`src/host_serial_flow_control_defines.svh`:
```
// Offsets, reset values and timing counts for the host serial block
`ifndef HOST_SERIAL_FLOW_CONTROL_DEFINES_SVH
`define HOST_SERIAL_FLOW_CONTROL_DEFINES_SVH
// ----------------------------------------
// Register byte offsets
// ----------------------------------------
`define OFF_CTRL     8'h00
`define OFF_STATUS   8'h04
`define OFF_BAUD     8'h08
`define OFF_FLOW     8'h0c
`define OFF_RXDATA   8'h10
`define OFF_TXDATA   8'h14
`define OFF_GPIO     8'h18
`define OFF_ADC      8'h1c
`define OFF_RSSI     8'h20
`define OFF_LINK     8'h24
// ----------------------------------------
// Timing
// ----------------------------------------
`define CLK_HZ       25000000
`define BAUD_DEFAULT 57600
`define BAUD_FORCED  9600
`define DIV_DEFAULT  16'((`CLK_HZ) / (`BAUD_DEFAULT))
`define DIV_FORCED   16'((`CLK_HZ) / (`BAUD_FORCED))
// ----------------------------------------
// Reset values and fixed settings
// ----------------------------------------
`define BUF_DEPTH    9'h100
`define TMO_RST      8'h02
`define TMO_FORCED   8'h40
`define OFF_LVL_RST  9'h0c0
`define RES_LVL_RST  9'h040
`define LINK_TMO_RST 32'h000f_4240
`define RESP_OKAY    2'h0
`define RESP_SLVERR  2'h2
`endif

```
`src/host_serial_pkg.sv`:
```
// Types shared by the host serial block
package host_serial_pkg;
	typedef enum logic [1:0] {ST_IDLE, ST_START, ST_DATA, ST_STOP} line_state_e;
	typedef struct packed {
		logic parity_mode;
		logic modem_mode;
		logic server_mode;
		logic rts_enable;
	} ctrl_s;
	typedef struct packed {
		logic       cmd;
		logic [7:0] data;
	} entry_s;
endpackage : host_serial_pkg

```
`src/host_serial_flow_control.sv`:
```
// Host-facing serial port with flow control, AXI4-Lite registers
// Overview of operation
// Bytes taken with command_select low are commands, high are payload.
// Client drives link_present_n low while in range; server always low.
// Client hearing no server for link_loss_timeout goes high and searches.
// Host bytes held in a 256 byte buffer; bytes arriving when full lost.
// CTS goes high once buffered count reaches flow_off_threshold.
// With both levels at 1, CTS high on any data, low when empty.
// Host may send while CTS high but risks overrunning the buffer.
// With RTS handling off, bytes to host go out at once.
// With RTS handling on, RTS high withholds output until RTS low.
// Host should not hold RTS high long; full buffer loses data.
// Test strap low at reset forces 9600 baud, 8-N-1.
// Forced rate persists until reset with strap high.
// Forced mode disables modem and parity modes, timeout fixed 0x40.
// Host uses test strap only for recovery from unknown rates.
// Host reads general inputs, writes general outputs; modem mode repurposes.
// Local ADC read returns 10-bit analog_sense_in value.
// Keep last valid-packet signal strength; return it on request.
// Either reset input forces a soft reset; host uses only one.
// Lines idle high; start bit is one bit time low.
// Data bits follow LSB first, then a stop bit that is high.
// Next start only after stop ends; both sides share fixed rate.
// After CTS high, CTS drops once count falls to resume_level; the code drops it only when count is below resume_level.
// Default rate is 57600 baud unless reprogrammed or forced.
// Receiver finds start on falling edge, samples mid-bit.
`timescale 1ns/10ps
`include "host_serial_flow_control_defines.svh"
module host_serial_flow_control (
	input  wire logic        aclk,
	input  wire logic        aresetn,
	input  wire logic        processor_reset,
	input  wire logic [31:0] s_axi_awaddr,
	input  wire logic        s_axi_awvalid,
	output logic             s_axi_awready,
	input  wire logic [31:0] s_axi_wdata,
	input  wire logic [3:0]  s_axi_wstrb,
	input  wire logic        s_axi_wvalid,
	output logic             s_axi_wready,
	output logic [1:0]       s_axi_bresp,
	output logic             s_axi_bvalid,
	input  wire logic        s_axi_bready,
	input  wire logic [31:0] s_axi_araddr,
	input  wire logic        s_axi_arvalid,
	output logic             s_axi_arready,
	output logic [31:0]      s_axi_rdata,
	output logic [1:0]       s_axi_rresp,
	output logic             s_axi_rvalid,
	input  wire logic        s_axi_rready,
	input  wire logic        host_rxd,
	output logic             host_txd,
	output logic             cts,
	input  wire logic        rts,
	input  wire logic        command_select,
	input  wire logic        test_strap,
	input  wire logic        general_input_0,
	input  wire logic        general_input_1,
	output logic             general_output_0,
	output logic             general_output_1,
	output logic             link_present_n,
	input  wire logic        server_heard,
	input  wire logic [9:0]  analog_sense_in,
	input  wire logic [7:0]  rssi_in,
	input  wire logic        rssi_valid
);
	// ----------------------------------------
	// Pin synchronisers
	// ----------------------------------------
	logic [6:0] meta_r;
	logic [6:0] sync_r;
	logic       rx_d_r;
	logic       rst_n;
	always_ff @(posedge aclk)
	begin
		if (!aresetn)
		begin
			meta_r <= 7'h7f;
			sync_r <= 7'h7f;
		end
		else
		begin
			meta_r <= {processor_reset, general_input_1, general_input_0,
			           test_strap, command_select, rts, host_rxd};
			sync_r <= meta_r;
		end
	end
	wire rx_s   = sync_r[0];
	wire rts_s  = sync_r[1];
	wire csel_s = sync_r[2];
	wire strap_s = sync_r[3];
	// Soft reset from either input
	assign rst_n = aresetn & ~sync_r[6];
	// ----------------------------------------
	// Configuration
	// ----------------------------------------
	host_serial_pkg::ctrl_s ctrl_r;
	logic [15:0] div_r;
	logic [7:0]  tmo_r;
	logic [8:0]  off_r;
	logic [8:0]  res_r;
	logic [31:0] link_tmo_r;
	logic [1:0]  gout_r;
	logic        forced_r;
	logic        cap_done_r;
	logic        modem_eff;
	logic [15:0] div_eff;
	logic [31:0] cfg_baud;
	// Strap caught once after reset release; later changes ignored
	always_ff @(posedge aclk)
	begin
		if (!rst_n)
		begin
			cap_done_r <= 1'b0;
			forced_r   <= 1'b0;
		end
		else if (!cap_done_r)
		begin
			cap_done_r <= 1'b1;
			forced_r   <= ~strap_s; // see R11
		end
	end
	assign div_eff   = forced_r ? `DIV_FORCED : div_r; // see R11
	assign modem_eff = ctrl_r.modem_mode & ~forced_r;
	assign cfg_baud  = {7'h0, ctrl_r.parity_mode & ~forced_r,
	                    forced_r ? `TMO_FORCED : tmo_r, div_eff};
	// ----------------------------------------
	// Receiver and buffer
	// ----------------------------------------
	host_serial_pkg::line_state_e rx_st_r;
	host_serial_pkg::entry_s      mem_r [256];
	logic [15:0] rx_cnt_r;
	logic [2:0]  rx_bit_r;
	logic [7:0]  rx_sh_r;
	logic        rx_done;
	logic [7:0]  wr_ptr_r;
	logic [7:0]  rd_ptr_r;
	logic [8:0]  count_r;
	logic        ovf_r;
	logic        pop;
	logic        push;
	assign rx_done = (rx_st_r == host_serial_pkg::ST_STOP) && (rx_cnt_r == 16'h0) && rx_s;
	assign push    = rx_done && (count_r != `BUF_DEPTH);
	always_ff @(posedge aclk)
	begin
		if (!rst_n)
		begin
			rx_st_r  <= host_serial_pkg::ST_IDLE;
			rx_cnt_r <= 16'h0;
			rx_bit_r <= 3'h0;
			rx_sh_r  <= 8'h0;
			rx_d_r   <= 1'b1;
		end
		else
		begin
			rx_d_r <= rx_s;
			if (rx_cnt_r != 16'h0)
				rx_cnt_r <= rx_cnt_r - 16'h1;
			unique case (rx_st_r)
				host_serial_pkg::ST_IDLE:
					if (rx_d_r && !rx_s)
					begin
						rx_st_r  <= host_serial_pkg::ST_START; // see R24
						rx_cnt_r <= div_eff >> 1;
					end
				host_serial_pkg::ST_START:
					if (rx_cnt_r == 16'h0)
					begin
						rx_st_r  <= rx_s ? host_serial_pkg::ST_IDLE : host_serial_pkg::ST_DATA;
						// Zero count is a cycle too; reload one short to match the sender
						rx_cnt_r <= div_eff - 16'h1;
						rx_bit_r <= 3'h0;
					end
				host_serial_pkg::ST_DATA:
					if (rx_cnt_r == 16'h0)
					begin
						rx_sh_r  <= {rx_s, rx_sh_r[7:1]};
						rx_bit_r <= rx_bit_r + 3'h1;
						rx_cnt_r <= div_eff - 16'h1;
						if (rx_bit_r == 3'h7)
							rx_st_r <= host_serial_pkg::ST_STOP;
					end
				host_serial_pkg::ST_STOP:
					if (rx_cnt_r == 16'h0)
						rx_st_r <= host_serial_pkg::ST_IDLE;
			endcase
		end
	end
	// Buffer storage needs no reset; count guards every read
	always_ff @(posedge aclk)
	begin
		if (push)
			mem_r[wr_ptr_r] <= '{cmd: ~csel_s, data: rx_sh_r};
	end
	always_ff @(posedge aclk)
	begin
		if (!rst_n)
		begin
			wr_ptr_r <= 8'h0;
			rd_ptr_r <= 8'h0;
			count_r  <= 9'h0;
			ovf_r    <= 1'b0;
		end
		else
		begin
			if (push)
				wr_ptr_r <= wr_ptr_r + 8'h1;
			if (pop)
				rd_ptr_r <= rd_ptr_r + 8'h1;
			if (push && !pop)
				count_r <= count_r + 9'h1;
			else if (pop && !push)
				count_r <= count_r - 9'h1;
			// Overflow set wins over the status read clear
			if (rx_done && !push)
				ovf_r <= 1'b1;
			else if (s_axi_arvalid && s_axi_arready && s_axi_araddr[7:0] == `OFF_STATUS)
				ovf_r <= 1'b0;
		end
	end
	// ----------------------------------------
	// Flow control and link indication
	// ----------------------------------------
	logic [31:0] link_cnt_r;
	logic        search_r;
	always_ff @(posedge aclk)
	begin
		if (!rst_n)
			cts <= 1'b0;
		else if (count_r >= off_r)
			cts <= 1'b1; // see R5
		else if (count_r < res_r)
			cts <= 1'b0; // see R22
	end
	always_ff @(posedge aclk)
	begin
		if (!rst_n)
		begin
			link_cnt_r     <= 32'h0;
			link_present_n <= 1'b1;
			search_r       <= 1'b1;
		end
		else if (ctrl_r.server_mode || server_heard)
		begin
			link_cnt_r     <= 32'h0;
			link_present_n <= 1'b0;
			search_r       <= 1'b0;
		end
		else if (link_cnt_r >= link_tmo_r)
		begin
			link_present_n <= 1'b1;
			search_r       <= 1'b1;
		end
		else
			link_cnt_r <= link_cnt_r + 32'h1;
	end
	// ----------------------------------------
	// Transmitter toward the host
	// ----------------------------------------
	host_serial_pkg::line_state_e tx_st_r;
	logic [15:0] tx_cnt_r;
	logic [2:0]  tx_bit_r;
	logic [7:0]  tx_sh_r;
	logic [7:0]  hold_r;
	logic        hold_v_r;
	logic        tx_load;
	logic        wr_fire;
	logic [7:0]  wr_addr;
	logic [31:0] wdata_r;
	assign tx_load = (tx_st_r == host_serial_pkg::ST_IDLE) && hold_v_r
	                 && !(ctrl_r.rts_enable && rts_s); // see R8
	always_ff @(posedge aclk)
	begin
		if (!rst_n)
		begin
			tx_st_r  <= host_serial_pkg::ST_IDLE;
			tx_cnt_r <= 16'h0;
			tx_bit_r <= 3'h0;
			tx_sh_r  <= 8'h0;
			host_txd <= 1'b1;
		end
		else
		begin
			if (tx_cnt_r != 16'h0)
				tx_cnt_r <= tx_cnt_r - 16'h1;
			unique case (tx_st_r)
				host_serial_pkg::ST_IDLE:
					if (tx_load)
					begin
						tx_st_r  <= host_serial_pkg::ST_START;
						tx_sh_r  <= hold_r;
						host_txd <= 1'b0;
						tx_cnt_r <= div_eff - 16'h1;
					end
				host_serial_pkg::ST_START:
					if (tx_cnt_r == 16'h0)
					begin
						tx_st_r  <= host_serial_pkg::ST_DATA;
						host_txd <= tx_sh_r[0];
						tx_sh_r  <= tx_sh_r >> 1;
						tx_bit_r <= 3'h0;
						tx_cnt_r <= div_eff - 16'h1;
					end
				host_serial_pkg::ST_DATA:
					if (tx_cnt_r == 16'h0)
					begin
						tx_cnt_r <= div_eff - 16'h1;
						tx_bit_r <= tx_bit_r + 3'h1;
						if (tx_bit_r == 3'h7)
						begin
							tx_st_r  <= host_serial_pkg::ST_STOP;
							host_txd <= 1'b1;
						end
						else
						begin
							host_txd <= tx_sh_r[0];
							tx_sh_r  <= tx_sh_r >> 1;
						end
					end
				host_serial_pkg::ST_STOP:
					if (tx_cnt_r == 16'h0)
						tx_st_r <= host_serial_pkg::ST_IDLE;
			endcase
		end
	end
	// One byte held; a write while it is full is dropped
	always_ff @(posedge aclk)
	begin
		if (!rst_n)
		begin
			hold_v_r <= 1'b0;
			hold_r   <= 8'h0;
		end
		else if (tx_load)
			hold_v_r <= 1'b0;
		else if (wr_fire && wr_addr == `OFF_TXDATA && !hold_v_r)
		begin
			hold_v_r <= 1'b1;
			hold_r   <= wdata_r[7:0];
		end
	end
	// ----------------------------------------
	// AXI4-Lite slave
	// ----------------------------------------
	logic [7:0]  awaddr_r;
	logic [3:0]  wstrb_r;
	logic        aw_ok_r;
	logic        w_ok_r;
	logic        wr_map;
	logic        rd_map;
	logic [31:0] rd_word;
	logic [7:0]  rssi_r;
	assign wr_addr = awaddr_r;
	assign wr_fire = aw_ok_r && w_ok_r && !s_axi_bvalid;
	assign pop = s_axi_arvalid && s_axi_arready && s_axi_araddr[7:0] == `OFF_RXDATA
	             && count_r != 9'h0;
	function automatic logic [31:0] merge(input logic [31:0] old, input logic [31:0] nw,
	                                      input logic [3:0] strb);
		merge = old;
		for (int i = 0; i < 4; i++)
			if (strb[i])
				merge[8*i +: 8] = nw[8*i +: 8];
	endfunction : merge
	always_comb
	begin
		wr_map = 1'b1;
		unique case (awaddr_r)
			`OFF_CTRL, `OFF_BAUD, `OFF_FLOW, `OFF_TXDATA, `OFF_GPIO, `OFF_LINK: ;
			default: wr_map = 1'b0;
		endcase
	end
	always_comb
	begin
		rd_map  = 1'b1;
		rd_word = 32'h0;
		unique case (s_axi_araddr[7:0])
			`OFF_CTRL:   rd_word = {28'h0, ctrl_r};
			`OFF_STATUS: rd_word = {7'h0, count_r, 10'h0, hold_v_r, ovf_r, forced_r,
			                        search_r, link_present_n, cts};
			`OFF_BAUD:   rd_word = cfg_baud;
			`OFF_FLOW:   rd_word = {7'h0, res_r, 7'h0, off_r};
			// Empty reads give zero, never stale storage
			`OFF_RXDATA: rd_word = (count_r != 9'h0) ? {22'h0, 1'b1, mem_r[rd_ptr_r]}
			                                         : 32'h0;
			`OFF_TXDATA: rd_word = {31'h0, hold_v_r};
			`OFF_GPIO:   rd_word = {28'h0, sync_r[5:4], gout_r};
			`OFF_ADC:    rd_word = {22'h0, analog_sense_in};
			`OFF_RSSI:   rd_word = {24'h0, rssi_r};
			`OFF_LINK:   rd_word = link_tmo_r;
			default:     rd_map = 1'b0;
		endcase
	end
	always_ff @(posedge aclk)
	begin
		if (!rst_n)
		begin
			aw_ok_r       <= 1'b0;
			w_ok_r        <= 1'b0;
			awaddr_r      <= 8'h0;
			wdata_r       <= 32'h0;
			wstrb_r       <= 4'h0;
			s_axi_awready <= 1'b0;
			s_axi_wready  <= 1'b0;
			s_axi_bvalid  <= 1'b0;
			s_axi_bresp   <= `RESP_OKAY;
		end
		else
		begin
			s_axi_awready <= !aw_ok_r && !(s_axi_awvalid && s_axi_awready);
			s_axi_wready  <= !w_ok_r && !(s_axi_wvalid && s_axi_wready);
			if (s_axi_awvalid && s_axi_awready)
			begin
				aw_ok_r  <= 1'b1;
				awaddr_r <= s_axi_awaddr[7:0];
			end
			if (s_axi_wvalid && s_axi_wready)
			begin
				w_ok_r  <= 1'b1;
				wdata_r <= s_axi_wdata;
				wstrb_r <= s_axi_wstrb;
			end
			if (wr_fire)
			begin
				aw_ok_r      <= 1'b0;
				w_ok_r       <= 1'b0;
				s_axi_bvalid <= 1'b1;
				s_axi_bresp  <= wr_map ? `RESP_OKAY : `RESP_SLVERR;
			end
			else if (s_axi_bready)
				s_axi_bvalid <= 1'b0;
		end
	end
	always_ff @(posedge aclk)
	begin
		if (!rst_n)
		begin
			ctrl_r     <= '0;
			div_r      <= `DIV_DEFAULT;
			tmo_r      <= `TMO_RST;
			off_r      <= `OFF_LVL_RST;
			res_r      <= `RES_LVL_RST;
			link_tmo_r <= `LINK_TMO_RST;
			gout_r     <= 2'h0;
		end
		else if (wr_fire)
		begin
			unique case (awaddr_r)
				`OFF_CTRL: ctrl_r <= 4'(merge({28'h0, ctrl_r}, wdata_r, wstrb_r));
				`OFF_BAUD: {tmo_r, div_r} <= 24'(merge({8'h0, tmo_r, div_r}, wdata_r, wstrb_r));
				`OFF_FLOW:
				begin
					if (wstrb_r[0])
						off_r[7:0] <= wdata_r[7:0];
					if (wstrb_r[1])
						off_r[8] <= wdata_r[8];
					if (wstrb_r[2])
						res_r[7:0] <= wdata_r[23:16];
					if (wstrb_r[3])
						res_r[8] <= wdata_r[24];
				end
				`OFF_GPIO: if (wstrb_r[0]) gout_r <= wdata_r[1:0];
				`OFF_LINK: link_tmo_r <= merge(link_tmo_r, wdata_r, wstrb_r);
				default: ;
			endcase
		end
	end
	always_ff @(posedge aclk)
	begin
		if (!rst_n)
		begin
			s_axi_arready <= 1'b0;
			s_axi_rvalid  <= 1'b0;
			s_axi_rdata   <= 32'h0;
			s_axi_rresp   <= `RESP_OKAY;
			rssi_r        <= 8'h0;
			general_output_0 <= 1'b0;
			general_output_1 <= 1'b0;
		end
		else
		begin
			if (rssi_valid)
				rssi_r <= rssi_in;
			// Modem mode: pins show pending output and link state
			general_output_0 <= modem_eff ? hold_v_r : gout_r[0];
			general_output_1 <= modem_eff ? ~link_present_n : gout_r[1];
			s_axi_arready <= !s_axi_rvalid && !(s_axi_arvalid && s_axi_arready);
			if (s_axi_arvalid && s_axi_arready)
			begin
				s_axi_rvalid <= 1'b1;
				s_axi_rdata  <= rd_word;
				s_axi_rresp  <= rd_map ? `RESP_OKAY : `RESP_SLVERR;
			end
			else if (s_axi_rready)
				s_axi_rvalid <= 1'b0;
		end
	end
endmodule : host_serial_flow_control

```
`config.mk`:
```
export PLATFORM = sky130hd
export DESIGN_NAME = host_serial_flow_control
export DESIGN_NICKNAME = d
export VERILOG_FILES = /design/src/host_serial_pkg.sv /design/src/host_serial_flow_control.sv
export VERILOG_INCLUDE_DIRS = /design/src /design/src/src
export SDC_FILE = /design/constraint.sdc
export NUM_CORES = 2
export LEC_CHECK = 0
export BUFFER_PORTS_ARGS = -buffer_cell sky130_fd_sc_hd__buf_2
export CORE_MARGIN = 1
export CORE_UTILIZATION = 52
export DETAILED_ROUTE_END_ITERATION = 6
export PLACE_DENSITY = 0.79
export REMOVE_ABC_BUFFERS = 1
export SETUP_SLACK_MARGIN = 0.5
export SYNTH_ARGS = -nofsm -noshare
export SYNTH_HDL_FRONTEND = slang
export SYNTH_SLANG_ARGS = --single-unit
```
`constraint.sdc`:
```
create_clock -name aclk -period 4.9 [get_ports aclk]
set_clock_uncertainty 0.2 [all_clocks]
set_input_delay 0.49 -clock aclk [delete_from_list [all_inputs] [get_ports aclk]]
set_output_delay 0.49 -clock aclk [all_outputs]
set_load 0.1 [all_outputs]
```
Yosys cells after proc, flatten, opt, wreduce, memory -nomap -nowiden --
Memories as Yosys holds them, arrays and structs flattened. A register that Yosys moved wholly into a read port is not among the register bits. Cells that the tools add are included.
Storage, ports and cells: register bits after elaboration 322, RAM bits 2304, output and inout bits 46, logic and storage cells 259, memories kept 1
Memories:
- mem_r | depth 256, bits a word 9, read ports 1, clocked after Yosys merged registers in 1, wr ports 1, line host_serial_flow_control.sv:130 | host_serial_pkg::entry_s mem_r [256];
Cells by class: add/sub/neg operators 10, $lt $le $gt $ge 3, eq/ne operators 34, muxes and demuxes 64, bitwise gates (word level) 10, reduce and logical (&&, ||, !) cells 82
Operators by type and width (number):
- case mux 32 bit (10 select lines) | 1
- two-way mux 16 bit | 7
- case mux 16 bit (2 select lines) | 2
- two-way mux 8 bit | 7
- == test 8 x 5 -> 1 bit (second input constant) | 6
- subtractor 16 x 1 -> 16 bit (second input constant) | 3
- AND reduction 3 bit | 15
- adder 32 x 1 -> 32 bit (second input constant) | 1
- == test 8 x 4 -> 1 bit (second input constant) | 4
- >= comparator 32 bit | 1
- zero test 16 bit | 2
- nonzero test 16 bit | 2
- two-way mux 2 bit | 13
- == test 8 x 6 -> 1 bit (second input constant) | 3
- case mux 8 bit (3 select lines) | 1
- logical AND 1 bit | 23
- two-way mux 1 bit | 21
- inequality test 2 bit (second input constant) | 10
- two-way mux 9 bit | 2
- adder 8 x 1 -> 8 bit (second input constant) | 2
- zero test 8 bit | 2
- case mux 2 bit (4 select lines) | 2
- nonzero test 2 bit | 8
- AND reduction 5 bit | 3
- other kinds (27) | 62

Logic depth before layout (Yosys ltp) --
word-level depth 8, mapped depth 15

Worst setup path before layout --
Ideal clock, no wire load.
path type register -> register, from reg rx_sh_r[1], to mem mem_r[0][1] (netlist name), data pin, library setup time 0.859 ns, data arrival time 3.412 ns, setup slack 0.429 ns, stages on the path, launching flop included 1, path buffers 0, period minus slack after synthesis 4.471 ns, cells stage by stage dfxtp_1
RTL lines:
- start, declared | line host_serial_flow_control.sv:133 | logic [7:0] rx_sh_r;
- start signal, assigned | line host_serial_flow_control.sv:176 | rx_sh_r <= {rx_s, rx_sh_r[7:1]};
- end, declared | line host_serial_flow_control.sv:130
Straight into the memory's write port.

Final worst setup path --
from reg rx_cnt_r[5], to reg count_r[8]
On the way: longest elaborated chain between the ends 7, elaborated cells between the ends (all ways) 9, those cells by class 1 x mux; 8 x reduce/logical
RTL lines:
- start, declared | line host_serial_flow_control.sv:131 | logic [15:0] rx_cnt_r;
- start signal, assigned | line host_serial_flow_control.sv:157 | rx_cnt_r <= rx_cnt_r - 16'h1;
- start signal, assigned | line host_serial_flow_control.sv:163 | rx_cnt_r <= div_eff >> 1;
- start signal, assigned | line host_serial_flow_control.sv:170 | rx_cnt_r <= div_eff - 16'h1;
- zero test 16 bit * | line host_serial_flow_control.sv:141 | assign rx_done = (rx_st_r == host_serial_pkg::ST_STOP) && (rx_cnt_r == 16'h0) && rx_s;
- logical AND 1 bit * (2 in series) | line host_serial_flow_control.sv:141
- logical AND 1 bit * | line host_serial_flow_control.sv:142 | assign push = rx_done && (count_r != `BUF_DEPTH);
- net push | line host_serial_flow_control.sv:140 | logic push;
- zero test 1 bit | line host_serial_flow_control.sv:211 | else if (pop && !push)
- logical AND 1 bit | line host_serial_flow_control.sv:211
- nonzero test 2 bit (no source line)
- end signal, assigned | line host_serial_flow_control.sv:210 | count_r <= count_r + 9'h1;
- end signal, assigned | line host_serial_flow_control.sv:212 | count_r <= count_r - 9'h1;
- end, declared | line host_serial_flow_control.sv:137 | logic [8:0] count_r;
Mark *: on every way through the listed nets, which the timed path passes. The rest lies on a longest branch. A chain may end at the register's enable or synchronous reset.

==> run summary <==
Crit-path slowest cell - or4_4
dpl cells - 8855
Hold Crit Class - primary input to register
Setup Viol. Count Final - 0
Synth area leader - edfxtp_1
maximum clock rate - 236 MHz
dominant synthesized flop cell - edfxtp_1
pin count of the biggest net entering global routing - 197
Starting Density - 52.3%
failing checks - DRC
CTS H-tree depth - 5
worst-skew pair later-pin latency - 930 ps
clock tree sinks - 2632
area growth from synthesis to layout - 14.4%
Worst IR Drop VDD - 0.356 mV
initial antenna violation count - 4
Antenna Violating Nets Remaining - 0
EDFF count, synth - 2304
sequential area share after synthesis - 72.6%
max-cap viol count - 0
die height - 450 um
pwr dens - 372 nW/um2
Pins Over Slew Limit - 0
Vias - 60700
clock transition at the registers of the reported paths - 60 ps
I/O Buffers - 129
setup slack, reg-to-reg - 660 ps
Tcrit/Tclk final - 86.6%
# DRC - 8
leading post-synthesis cells by cell area - edfxtp_1, mux4_2, dfxtp_1, mux2i_1, nor2_1
vias in the first global route - 61400
I/O pin cnt - 180
RSZ-0062 raised after global routing - false
endpoint type of the worst setup path - register
Clock Tree Buf Depth - 4
initial drt markers - 8407
syn avg cell area - 17.1 um2
crit path cell chain - or4_4 > or4_4 > nor4_4 > ha_1 > inv_1 > ha_1 > nor2b_1 > o21ai_0 > a21oi_1 > o21a_1 > o41ai_1 > mux2i_1 > mux2i_1
worst slew pin tran - 1230 ps
most frequent cells in the layout - edfxtp_1, mux4_2, nor2_1, nand2_1, dfxtp_1
Tot GR Track Use - 26.5%
wire per inst - 28.7 um
Lkg Pwr - 38.2 nW
cell count after synthesis - 6085
CTS tree - built
Worst Path Required - 5540 ps
post-DP HPWL - 161000 um
die area - 202000 um2
Hold Fails Final Rpt - 0
final instance count without filler cells - 9452
most common cell after layout, fill and taps aside - edfxtp_1
Worst setup SP type - register
status - complete, but fails checks
worst setup path class - register to register
TNS Setup - 0 ps
Post-synth ARST share - 0%
grt ovf - 0
Period minus WS final - 4240 ps
hold_ws - 122 ps
Arr. time, crit path - 4880 ps
fill count - 13600
drt pass-1 iters - 7
Unique masters post-synth - 88
CTS buffer count - 274
Setup Buffers After CTS - 0
Yosys warning total - 0
Post-layout nets - 6824
final wirelength - 271000 um
Slew headroom - 17.1%
Routability Congestion - 0.930
number of cell rows - 164
worst-path maximum fanout - 7
Max stage delay on crit path - 560 ps
Die W - 450 um
first-pass GRT wire length - 400000 um
share of cells above drive strength 1 - 20.0%
FF+latch count, synth - 2632
Synth top area share - 66.3%
core area - 199000 um2
vias per inst - 6.42
mapped cell area - 104000 um2
CTS root buf - clkbuf_16
Yosys cell counts (all sizes together) (15+ instances only):
cell     count
edfxtp    2304
mux4       493
nor2       464
nand2      409
dfxtp      328
mux2i      258
a21oi      214
clkbuf     200
buf        144
a22oi      134
nand3      100
o22ai       97
inv         94
a211oi      87
ha          81
o21ai       57
nor3        55
nand2b      40
nand4       38
xnor2       36
nor4        34
or4         34
and3        33
o31ai       28
nor2b       27
a31oi       26
a21o        22
and2        19
xor2        19
a222oi      16
a22o        16
o211ai      16
a2111oi     15
power breakdown:
group / total (W) / internal [W] / leakage (nW) / switching (W)
Clock: 0.0194 / 0.0111 / 3.98 / 0.00832
Sequential: 0.0241 / 0.0241 / 24.0 / 0.0000203
Combinational: 0.000856 / 0.000367 / 10.2 / 0.000489
final cells by class:
class                   count  area, um2  share of cell area (%)
flip-flops and latches   2632      75800                    63.5
multi-input cells        3015      26800                    22.5
clock buffers             357       7330                    6.15
repair buffers            590       4860                    4.08
well taps                2656       3320                    2.79
clock inverters           102        790                   0.662
inverters                  95        364                   0.305
diodes                      5       12.5                  0.0105
sequential cells by signal (all words and copies together), names as in the netlist, 4 cells and up, named ones only:
| signal | flops |
|---|---|
| off_r | 9 |
| rx_cnt_r | 16 |
| meta_r | 7 |
| s_axi_rdata | 32 |
| wr_ptr_r | 8 |
| tmo_r | 8 |
| ctrl_r | 4 |
| tx_sh_r | 8 |
| wdata_r | 32 |
| hold_r | 8 |
| mem_r | 2304 |
| sync_r | 7 |
| awaddr_r | 8 |
| res_r | 9 |
| wstrb_r | 4 |
| rssi_r | 8 |
| rx_sh_r | 8 |
| div_r | 16 |
| link_cnt_r | 32 |
| rd_ptr_r | 8 |
| link_tmo_r | 32 |
| count_r | 9 |
| tx_cnt_r | 16 |
path summary, 6_finish.rpt:
check / startpoint / end / depth (start not counted)
worst max register to register: rx_cnt_r[5]$_SDFF_PN0_ / count_r[8]$_SDFFE_PN0P_ / 13
worst min-delay path: s_axi_araddr[3] / s_axi_rdata[0]$_SDFFE_PN0P_ / 5
worst max-delay path: rx_cnt_r[5]$_SDFF_PN0_ / count_r[8]$_SDFFE_PN0P_ / 13
worst min register to register: meta_r[2]$_SDFF_PN1_ / sync_r[2]$_SDFF_PN1_ / 1
per-stage QoR:
step / setup WS, ps / utilization, % / cell area (um2) / power, W
detailed placement: 621 / 55.1 / 110000 / 0.0253
global placement: 599 / 55.1 / 110000 / 0.0253
floorplan: -21340 / - / 103000 / 0.0251
CTS: 671 / 59.8 / 119000 / 0.0444
finish: 656 / 59.8 / 119000 / 0.0443
global route: 505 / 59.8 / 119000 / 0.0453
per-layer routing:
metal  vias to the layer above  wire, um  GRT usage [%]
li1                      25300         -              -
met1                     30600     96100           34.1
met2                      3961    131000           42.7
met3                       828     29000           5.70
met4                         0     15200           13.6
met5                         -         0              0
cells by family (layout without fill, tap and decap cells):
kind of cell | count (synthesis) | after routing | share of synthesized area [%]
flops | 2632 | 2632 | 72.6
fa+ha+maj | 83 | 83 | 1.00
simple gates | 1300 | 1300 | 5.66
other cells | 1 | 7 | 0.00360
mux | 765 | 765 | 13.3
compound gates | 810 | 810 | 5.23
xor+xnor | 55 | 55 | 0.462
buf+inv | 439 | 1144 | 1.73
timing repair:
action	in CTS	in global routing
resized for setup	0	1
setup endpoints to repair	0	1
hold endpoints to repair	83	0
hold buffers	133	0
critical path: cells and delay by family (launching register included):
family                     cells  cell delay, ps
adders and majority gates      2             570
buffers and inverters          1              70
and+or+nand+nor                4            1540
muxes                          2             460
AOI/OAI and AO/OA              4            1010
DFF                            1             330
Note: power is estimated with default switching activity, not from simulation.
